`config.mk`:
```
export PLATFORM = sky130hd
export DESIGN_NAME = fsap_top
export DESIGN_NICKNAME = d
export VERILOG_FILES = /design/src/rtl/fsap_pkg.sv /design/src/rtl/fsap_top.sv
export SDC_FILE = /design/constraint.sdc
export NUM_CORES = 1
export LEC_CHECK = 0
export BUFFER_PORTS_ARGS = -buffer_cell sky130_fd_sc_hd__buf_2
export CORE_ASPECT_RATIO = 1.75
export CORE_MARGIN = 1.5
export CORE_UTILIZATION = 52
export CTS_CLUSTER_DIAMETER = 80
export DETAILED_ROUTE_END_ITERATION = 10
export PLACE_DENSITY = 0.8
export SLEW_MARGIN = 10
export SYNTH_ARGS = -nofsm -noshare
export SYNTH_HDL_FRONTEND = slang
export SYNTH_SLANG_ARGS = --single-unit
export TNS_END_PERCENT = 100
```
`constraint.sdc`:
```
create_clock -name clk_sys -period 3.3 [get_ports clk_sys]
set_input_delay 0.825 -clock clk_sys [delete_from_list [all_inputs] [get_ports clk_sys]]
set_output_delay 0.825 -clock clk_sys [all_outputs]
set_load 0.03 [all_outputs]
```
`src/rtl/fsap_pkg.sv`:
```
// Constants and types of the flash status and array protection block.
package fsap_pkg;

    localparam int ADDR_W = 24;

    typedef enum logic [3:0] {
        CMD_NONE = 4'h0,
        CMD_LATCH_SET = 4'h1,
        CMD_LATCH_CLR = 4'h2,
        CMD_STATUS_WR = 4'h3,
        CMD_PAGE_WRITE = 4'h4,
        CMD_WIPE_SMALL = 4'h5,
        CMD_BLOCK_WIPE = 4'h6,
        CMD_CHIP_WIPE = 4'h7,
        CMD_PAUSE = 4'h8,
        CMD_RESUME = 4'h9,
        CMD_SOFT_RESET = 4'ha
    } fsap_cmd_t;

    typedef enum logic [1:0] {
        ST_IDLE = 2'b00,
        ST_RUN = 2'b01,
        ST_PAUSE = 2'b10
    } fsap_state_t;

    typedef enum logic [1:0] {
        OP_STATUS = 2'b00,
        OP_PROG = 2'b01,
        OP_ERASE = 2'b10,
        OP_CHIP = 2'b11
    } fsap_op_t;

    // Bit positions in the 24-bit status word.
    localparam int B_BUSY = 0;
    localparam int B_LATCH = 1;
    localparam int B_SEL0 = 2;
    localparam int B_LOCK0 = 7;
    localparam int B_LOCK1 = 8;
    localparam int B_QUAD = 9;
    localparam int B_PROG_PAUSED = 10;
    localparam int B_SECLOCK = 11;
    localparam int B_INVERT = 14;
    localparam int B_ERASE_PAUSED = 15;
    localparam int B_WAIT_CFG = 16;
    localparam int B_DRIVE = 21;
    localparam int B_PIN_SEL = 23;

    localparam logic [23:0] WR_MASK = 24'he37bfc;
    localparam logic [23:0] OTP_MASK = 24'h003800;
    localparam logic [23:0] RSVD_MASK = 24'h1c0000;
    localparam logic [23:0] NV_RESET = 24'h000000;

    localparam logic [2:0] SEL_NONE = 3'h0;
    localparam logic [2:0] SEL_ALL = 3'h7;
    localparam logic [2:0] SEL_SMALL_CAP = 3'h4;
    localparam logic [4:0] EXP_BASE_LARGE = 5'h11;
    localparam logic [4:0] EXP_BASE_SMALL = 5'h0b;
    localparam logic [4:0] EXP_SMALL_MAX = 5'h0f;

endpackage

```
`src/rtl/fsap_top.sv`:
```
// Status registers and array protection decode of a serial NOR flash.
// Behaviour
// - Invert set: code 000 all, 111 none.
// - Invert, selects 00: shield low fractions.
// - Invert, selects 01: shield upper fractions.
// - Invert, selects 10: all but top sector.
// - Invert, selects 11: all but bottom sector.
// - Byte zero: lock0, protect selects, retained.
// - Write latch bit1, busy bit0, volatile.
// - Erase paused bit15, program paused bit10.
// - Invert bit14, OTP security locks 13..11.
// - Four-line enable bit9, lock1 bit8.
// - Pin select bit23, drive strength 22..21.
// - Wait config 17..16, bits 20..18 reserved.
// - Invert clear: plain top/bottom regions.
// - Reject program/erase inside shielded region.
// - Chip erase only with open selects.
// - Busy while program, erase, status write.
module fsap_top
    import fsap_pkg::*;
(
    input wire logic clk_sys,
    input wire logic rst_b,
    input wire logic cmd_valid,
    input wire fsap_pkg::fsap_cmd_t cmd_code,
    input wire logic [1:0] cmd_sel,
    input wire logic [7:0] cmd_data,
    input wire logic [fsap_pkg::ADDR_W-1:0] cmd_addr,
    input wire logic op_done,
    input wire logic [1:0] rd_sel,
    output logic [7:0] rd_data,
    output logic op_start,
    output logic op_reject,
    output fsap_pkg::fsap_op_t op_kind,
    output logic [fsap_pkg::ADDR_W-1:0] op_addr,
    output logic busy_flag,
    output logic four_line_enable,
    output logic pin_sel_reset,
    output logic [1:0] drive_level,
    output logic [1:0] wait_cfg,
    output logic [2:0] secreg_lock
);
    import fsap_pkg::*;

    fsap_state_t state_ff;
    fsap_state_t nxt_state;
    fsap_op_t op_kind_ff;
    logic [23:0] nv_ff;
    logic [23:0] nxt_nv;
    logic [23:0] lane_mask;
    logic [23:0] status_word;
    logic write_latch_ff;
    logic erase_paused_ff;
    logic program_paused_ff;
    logic op_start_ff;
    logic op_reject_ff;
    logic [ADDR_W-1:0] op_addr_ff;
    logic [7:0] rd_data_ff;
    logic [4:0] sel;
    logic inv;
    logic prot_hit;
    logic chip_ok;
    logic is_prog;
    logic is_wipe;
    logic take;

    assign sel = nv_ff[B_SEL0 +: 5];
    assign inv = nv_ff[B_INVERT];

    function automatic logic shield(input logic [4:0] s, input logic cmp,
                                    input logic [ADDR_W-1:0] a);
        logic [4:0] e;
        logic [ADDR_W-1:0] m;
        logic hit;
        e = 5'h00;
        m = '0;
        hit = 1'b0;
        if (s[4])
        begin
            e = (s[2:0] < SEL_SMALL_CAP) ? EXP_BASE_SMALL + {2'h0, s[2:0]} : EXP_SMALL_MAX;
        end
        else
        begin
            e = EXP_BASE_LARGE + {2'h0, s[2:0]};
        end
        m = {ADDR_W{1'b1}} << e;
        if (s[2:0] == SEL_NONE)
        begin
            hit = 1'b0;
        end
        else if (s[2:0] == SEL_ALL)
        begin
            hit = 1'b1;
        end
        else if (s[3])
        begin
            hit = ((a & m) == '0);
        end
        else
        begin
            hit = ((a & m) == m);
        end
        return cmp ? ~hit : hit;
    endfunction

    assign prot_hit = shield(sel, inv, cmd_addr);
    assign chip_ok = ((sel[2:0] == SEL_NONE) && !inv) || ((sel[2:0] == SEL_ALL) && inv);
    assign is_prog = (cmd_code == CMD_PAGE_WRITE);
    assign is_wipe = (cmd_code == CMD_WIPE_SMALL) || (cmd_code == CMD_BLOCK_WIPE);
    assign take = cmd_valid && (state_ff == ST_IDLE) && write_latch_ff;

    always_comb
    begin
        unique case (cmd_sel)
            2'h0: lane_mask = WR_MASK & 24'h0000ff;
            2'h1: lane_mask = WR_MASK & 24'h00ff00;
            2'h2: lane_mask = WR_MASK & 24'hff0000;
            default: lane_mask = 24'h000000;
        endcase
    end

    // status writes never return security locks to zero; reset clears them
    assign nxt_nv = (nv_ff & ~lane_mask) | ({3{cmd_data}} & lane_mask) | (nv_ff & OTP_MASK);

    always_ff @(posedge clk_sys or negedge rst_b)
    begin
        if (!rst_b)
        begin
            nv_ff <= NV_RESET;
        end
        else if (take && cmd_code == CMD_STATUS_WR)
        begin
            nv_ff <= nxt_nv;
        end
    end

    always_ff @(posedge clk_sys or negedge rst_b)
    begin
        if (!rst_b)
        begin
            write_latch_ff <= 1'b0;
        end
        else if (cmd_valid && state_ff == ST_IDLE)
        begin
            unique case (cmd_code)
                CMD_LATCH_SET: write_latch_ff <= 1'b1;
                CMD_LATCH_CLR, CMD_STATUS_WR, CMD_PAGE_WRITE,
                CMD_WIPE_SMALL, CMD_BLOCK_WIPE, CMD_CHIP_WIPE,
                CMD_SOFT_RESET: write_latch_ff <= 1'b0;
                default: write_latch_ff <= write_latch_ff;
            endcase
        end
        else if (cmd_valid && cmd_code == CMD_SOFT_RESET)
        begin
            write_latch_ff <= 1'b0;
        end
    end

    always_comb
    begin
        nxt_state = state_ff;
        unique case (state_ff)
            ST_IDLE:
            begin
                if (take && (cmd_code == CMD_STATUS_WR))
                begin
                    nxt_state = ST_RUN;
                end
                else if (take && (is_prog || is_wipe) && !prot_hit)
                begin
                    nxt_state = ST_RUN;
                end
                else if (take && (cmd_code == CMD_CHIP_WIPE) && chip_ok)
                begin
                    nxt_state = ST_RUN;
                end
            end
            ST_RUN:
            begin
                if (op_done)
                begin
                    nxt_state = ST_IDLE;
                end
                else if (cmd_valid && cmd_code == CMD_PAUSE && op_kind_ff != OP_STATUS)
                begin
                    nxt_state = ST_PAUSE;
                end
            end
            ST_PAUSE:
            begin
                if (cmd_valid && cmd_code == CMD_RESUME)
                begin
                    nxt_state = ST_RUN;
                end
            end
            default: nxt_state = ST_IDLE;
        endcase
        if (cmd_valid && cmd_code == CMD_SOFT_RESET)
        begin
            nxt_state = ST_IDLE;
        end
    end

    always_ff @(posedge clk_sys or negedge rst_b)
    begin
        if (!rst_b)
        begin
            state_ff <= ST_IDLE;
        end
        else
        begin
            state_ff <= nxt_state;
        end
    end

    // start or refuse program and erase
    always_ff @(posedge clk_sys or negedge rst_b)
    begin
        if (!rst_b)
        begin
            op_start_ff <= 1'b0;
            op_reject_ff <= 1'b0;
            op_kind_ff <= OP_STATUS;
            op_addr_ff <= '0;
        end
        else
        begin
            op_start_ff <= (state_ff == ST_IDLE) && (nxt_state == ST_RUN);
            op_reject_ff <= take && (((is_prog || is_wipe) && prot_hit)
                || ((cmd_code == CMD_CHIP_WIPE) && !chip_ok));
            if (state_ff == ST_IDLE && nxt_state == ST_RUN)
            begin
                op_addr_ff <= cmd_addr;
                if (cmd_code == CMD_STATUS_WR)
                begin
                    op_kind_ff <= OP_STATUS;
                end
                else if (is_prog)
                begin
                    op_kind_ff <= OP_PROG;
                end
                else if (is_wipe)
                begin
                    op_kind_ff <= OP_ERASE;
                end
                else
                begin
                    op_kind_ff <= OP_CHIP;
                end
            end
        end
    end

    always_ff @(posedge clk_sys or negedge rst_b)
    begin
        if (!rst_b)
        begin
            erase_paused_ff <= 1'b0;
            program_paused_ff <= 1'b0;
        end
        else if (state_ff == ST_RUN && nxt_state == ST_PAUSE)
        begin
            erase_paused_ff <= (op_kind_ff != OP_PROG);
            program_paused_ff <= (op_kind_ff == OP_PROG);
        end
        else if (state_ff == ST_PAUSE && nxt_state != ST_PAUSE)
        begin
            erase_paused_ff <= 1'b0;
            program_paused_ff <= 1'b0;
        end
    end

    // volatile bits placed over stored word
    always_comb
    begin
        status_word = nv_ff & ~RSVD_MASK;
        status_word[B_BUSY] = (state_ff == ST_RUN);
        status_word[B_LATCH] = write_latch_ff;
        status_word[B_PROG_PAUSED] = program_paused_ff;
        status_word[B_ERASE_PAUSED] = erase_paused_ff;
    end

    always_ff @(posedge clk_sys or negedge rst_b)
    begin
        if (!rst_b)
        begin
            rd_data_ff <= 8'h00;
        end
        else
        begin
            unique case (rd_sel)
                2'h0: rd_data_ff <= status_word[7:0];
                2'h1: rd_data_ff <= status_word[15:8];
                2'h2: rd_data_ff <= status_word[23:16];
                default: rd_data_ff <= 8'h00;
            endcase
        end
    end

    assign rd_data = rd_data_ff;
    assign op_start = op_start_ff;
    assign op_reject = op_reject_ff;
    assign op_kind = op_kind_ff;
    assign op_addr = op_addr_ff;
    assign busy_flag = (state_ff == ST_RUN);
    assign four_line_enable = nv_ff[B_QUAD];
    assign pin_sel_reset = nv_ff[B_PIN_SEL];
    assign drive_level = nv_ff[B_DRIVE +: 2];
    assign wait_cfg = nv_ff[B_WAIT_CFG +: 2];
    assign secreg_lock = nv_ff[B_SECLOCK +: 3];
endmodule

```
Word-level counts from Yosys, hierarchy flattened
Index checks and enable logic that the tools add are counted.
{"block": "op_classes", "n_bitwise": 7, "order_cmp": 1, "n_reduce_logical": 36, "n_addsub": 2, "mux": 25, "n_shift": 1, "n_eq_ne": 24}
{"op": "AND 24 bit", "count": 3}
{"op": "one-hot mux 24 bit (3 select lines)", "count": 1}
{"op": "equality test 24 bit", "count": 1}
{"op": "zero test 24 bit", "count": 1}
{"op": "inverter 24 bit", "count": 1}
{"op": "OR 24 x 14 -> 24 bit", "count": 1}
{"op": "OR 24 bit", "count": 1}
{"op": "one-hot mux 8 bit (3 select lines)", "count": 1}
{"op": "left shift 24 x 5 -> 24 bit (first input constant)", "count": 1}
{"op": "logical AND 1 bit", "count": 19}
{"op": "2-to-1 mux 2 bit", "count": 9}
{"op": "equality test 4 x 3 -> 1 bit (second input constant)", "count": 4}
{"op": "equality test 4 bit (second input constant)", "count": 3}
{"op": "equality test 2 x 1 -> 1 bit (second input constant)", "count": 5}
{"op": "2-to-1 mux 1 bit", "count": 10}
{"op": "2-to-1 mux 5 bit", "count": 2}
{"op": "equality test 2 bit (second input constant)", "count": 4}
{"op": "equality test 4 x 2 -> 1 bit (second input constant)", "count": 2}
{"op": "OR reduction 7 bit", "count": 1}
{"op": "zero test 2 bit", "count": 3}
{"op": "one-hot mux 2 bit (3 select lines)", "count": 1}
{"op": "nonzero test 2 bit", "count": 3}
{"op": "adder 4 x 3 -> 5 bit (first input constant)", "count": 1}
{"op": "adder 5 x 3 -> 5 bit (first input constant)", "count": 1}
{"op": "12 further kinds", "count": 17}
{"block": "totals", "wordCells": 106, "regBits": 65, "input_bits": 44}

Logic depth before layout (Yosys ltp)
{"block": "depth", "word_depth": 21, "mapped_depth": 14, "mapped_depth_nobuf": 10}

Least setup slack after synthesis
OpenSTA, ideal clock, no wires.
{"block": "synth_timing", "kind": "reg2reg", "startpoint": "register (tool-made name)", "endpoint": "register op_addr_ff[10], in the netlist op_addr[10]", "arrival_time_ps": 2801, "n_path_buf": 2, "t_required_ps": 3175, "path_stages_with_launch": 13, "slack_ps": 374, "setup_ps": 125, "cell_sequence": "dfrtp_1 > ha_1 > ha_1 > nor4bb_1 > or2_1 > a21oi_1 > nor4b_1 > o311a_1 > o41a_1 > and2_4 > buf_6 > buf_12 > mux2_4"}
{"element": "to (signal assigned)", "line": "fsap_top.sv:233", "rtl": "op_addr_ff <= cmd_addr;"}
{"element": "to (decl)", "line": "fsap_top.sv:57", "rtl": "logic [ADDR_W-1:0] op_addr_ff;"}

==> results.cfg <==
[power]
power_frac_comb = 0.203
power.density_nw_per_um2 = 494
p_int_w = 0.00134
total_power_w = 0.00189
power.share.clock = 0.368
leakage_nw = 1.97
p_sw_w = 0.000551
p_sw_frac = 0.291
peakVddDrop_v = 0.000267
p_seq_frac = 0.429

[route]
num_vias = 2532
routed_wl_um = 7260
dr.pass1.iters = 4
drc_errors = 0
drt_iter0_drc = 138
ant_nets = 0
viasPerCell = 5.56
wl_per_cell_um = 15.9

[clock_tree]
cts.clk_slew.worst_paths_ns = 0.06
root_buffer = clkbuf_8
clk_path_buf_depth = 2
cts_buffers = 9
postCtsHoldBufs = 0
clk_latency_ns = 0.34
htree_num_levels = 3
cts_num_sinks = 58
cts_tree = yes

[timing]
fmax_mhz = 323
setup_tns_ns = 0
rsz0062_at_grt = no
finalSetupViolCount = 0
slew_headroom = 0.353
hold_slack_ns = 0.488
period_needed_ns = 3.10
hold_viol_final = 0
fin_ws_ns = 0.201
slew_violations = 0
tightest_slew_ns = 0.970
post-route-period-util = 0.939
finalClockSkew_ns = 0.00657

[layout]
layout.nets = 420
drive_above_1_share = 0.432
area_growth_pct = 23.3
nFillCells = 499
diodes = 0

[die]
core_um2 = 5830
start_util = 0.533
pin_count = 90
die_area_um2 = 6470
row_count = 37
die_h_um = 105
die_w_um = 61.5

[grt]
grt_pass1_wl_um = 11100
overflow = 0
top_usage_layer = met2
grt_pass1_vias = 2447
antenna_found_initial = 0
grt_usage = 0.232
grt_max_degree = 46
grt_use_met1 = 0.263
grtUsageMet3 = 0.0638
use_met2 = 0.381

[synth]
synth-seq-area-share = 0.467
ys_ff_latch = 58
netlist_area_um2 = 3110
synth_edf_count = 0
synthTopCellsByArea = dfrtp_1 (47%), mux2_4 (9.2%), mux2_2 (6.2%)
syn_nets = 326
syn_area_per_cell_um2 = 11.1
synthDominantCellAreaShare = 0.467
netlist.top_cell.by_area = dfrtp_1
yosysUniqueCellTypes = 57
ys.flop_type = dfrtp_1
synth_cells = 279
ys_async_sr_fraction = 1.00
yosysWarnings = 0
synth.most_common_cell = dfrtp_1
yosys-top-cells-count = dfrtp_1 (58), nand2_1 (25), mux2_4 (19), mux2_2 (17), o21ai_0 (17)

[placed_design]
place.gp.congestion = 0.871
pre_cts_ws_ns = 0.0272
numPortBuffers = 89
dp_hpwl_um = 5310

[worst_setup_path]
reg2reg_depth = 10
arrival_ns = 3.32
cp_num_cells = 10
cp_data_required_time_ns = 3.52
cp-end-kind = register
path_cells = ha_1, ha_1, nor4bb_2, or2_1, a21oi_1, nor4b_1, o311a_1, o41a_1, and2_4, mux2_2
reg2reg_slack_ns = 0.20
critPathMaxStageDelay_ns = 0.41
slowest_stage = dfrtp_1
crit_top_cell = ha_1
crit_buf_inv = 0
worstSetupPathType = register to register
cp-start-kind = register
crit_end = op_addr[0]
rr_endpoint = op_addr[0]
crit_family = simple AND/OR/NAND/NOR gates
cp_max_fo = 7

[hold_path]
hold_path.class = register to register

[flow_run]
drv_cap = 0

[outcome]
outcome = completed
[layout make-up]
| type | instances | area (µm²) | area share |
|---|---|---|---|
| multi-input combinational | 196 | 1520 | 0.397 |
| inverter | 9 | 33.8 | 0.00881 |
| timing repair buffer | 99 | 520 | 0.136 |
| clock inverter | 5 | 80.1 | 0.0209 |
| sequential | 58 | 1450 | 0.379 |
| clock buffer | 10 | 128 | 0.0333 |
| tap | 78 | 97.6 | 0.0255 |
[worst min-delay path by stage]
stage,to,startpoint,cells past startpoint,slack [ns]
floorplan,rd_data[0],register,2,0.45
global placement,rd_data[0],register,2,0.46
detailed placement,nv_ff[13],nv_ff[13],1,0.48
CTS,nv_ff[13],nv_ff[13],1,0.49
global route,nv_ff[13],nv_ff[13],1,0.51
finish,nv_ff[13],nv_ff[13],1,0.49
[per-stage QoR]
step | std cells | area, µm² | util
after detailed placement | 436 | 3570 | 0.611
final | 455 | 3830 | 0.657
after floorplan | 279 | 3110 | -
after global placement | 436 | 3570 | 0.611
after global routing | 455 | 3830 | 0.657
after CTS | 451 | 3770 | 0.647
[cell usage in the layout, fill, tap and decap left out, types with 3 or more instances in the layout]
cell type	count
nand2_1	25
mux2_4	19
a21o_1	4
nor3b_1	4
clkbuf_8	9
nor2_1	11
nor3_1	10
inv_1	8
o211ai_1	3
and2_4	5
and2_1	3
mux2_2	17
mux2i_1	8
buf_2	89
nor2b_1	6
o21ai_0	17
dfrtp_1	58
buf_4	10
nand2b_1	5
a21oi_1	13
[metal layers]
layer	share of wire	vias to the layer above
met5	0	-
met1	0.38	1240
met2	0.54	88
met3	0.047	20
li1	-	1184
met4	0.033	0
[kinds of logic after synthesis]
logic type,Yosys count,synth area share
simple gates,84,0.148
compound gates,59,0.125
flops,58,0.467
mux,44,0.179
buf+inv,28,0.0604
fa+ha+maj,4,0.0153
xor+xnor,2,0.00563
[worst register-to-register path, stage by stage (launching register included)]
cell and delay (ns):
dfrtp_1 0.41, ha_1 0.21, ha_1 0.36, nor4bb_2 0.34
or2_1 0.14, a21oi_1 0.06, nor4b_1 0.31, o311a_1 0.28
o41a_1 0.27, and2_4 0.26, mux2_2 0.35
[timing repair]
action                                  in CTS  in global routing
endpoints found under the setup margin       0                 25
buffers inserted                             0                  1
gates resized for setup                      0                  7
[power by group through the flow]
stage / logic (W) / registers (W) / clock network [W]
finish: 0.000385 / 0.000813 / 0.000697
floorplan: 0.000141 / 0.000932 / 0
detailed placement: 0.000383 / 0.000824 / 0
global placement: 0.000377 / 0.000823 / 0
CTS: 0.000384 / 0.000812 / 0.000704
global route: 0.000414 / 0.000820 / 0.000743
(Power assumes the default switching activity.)
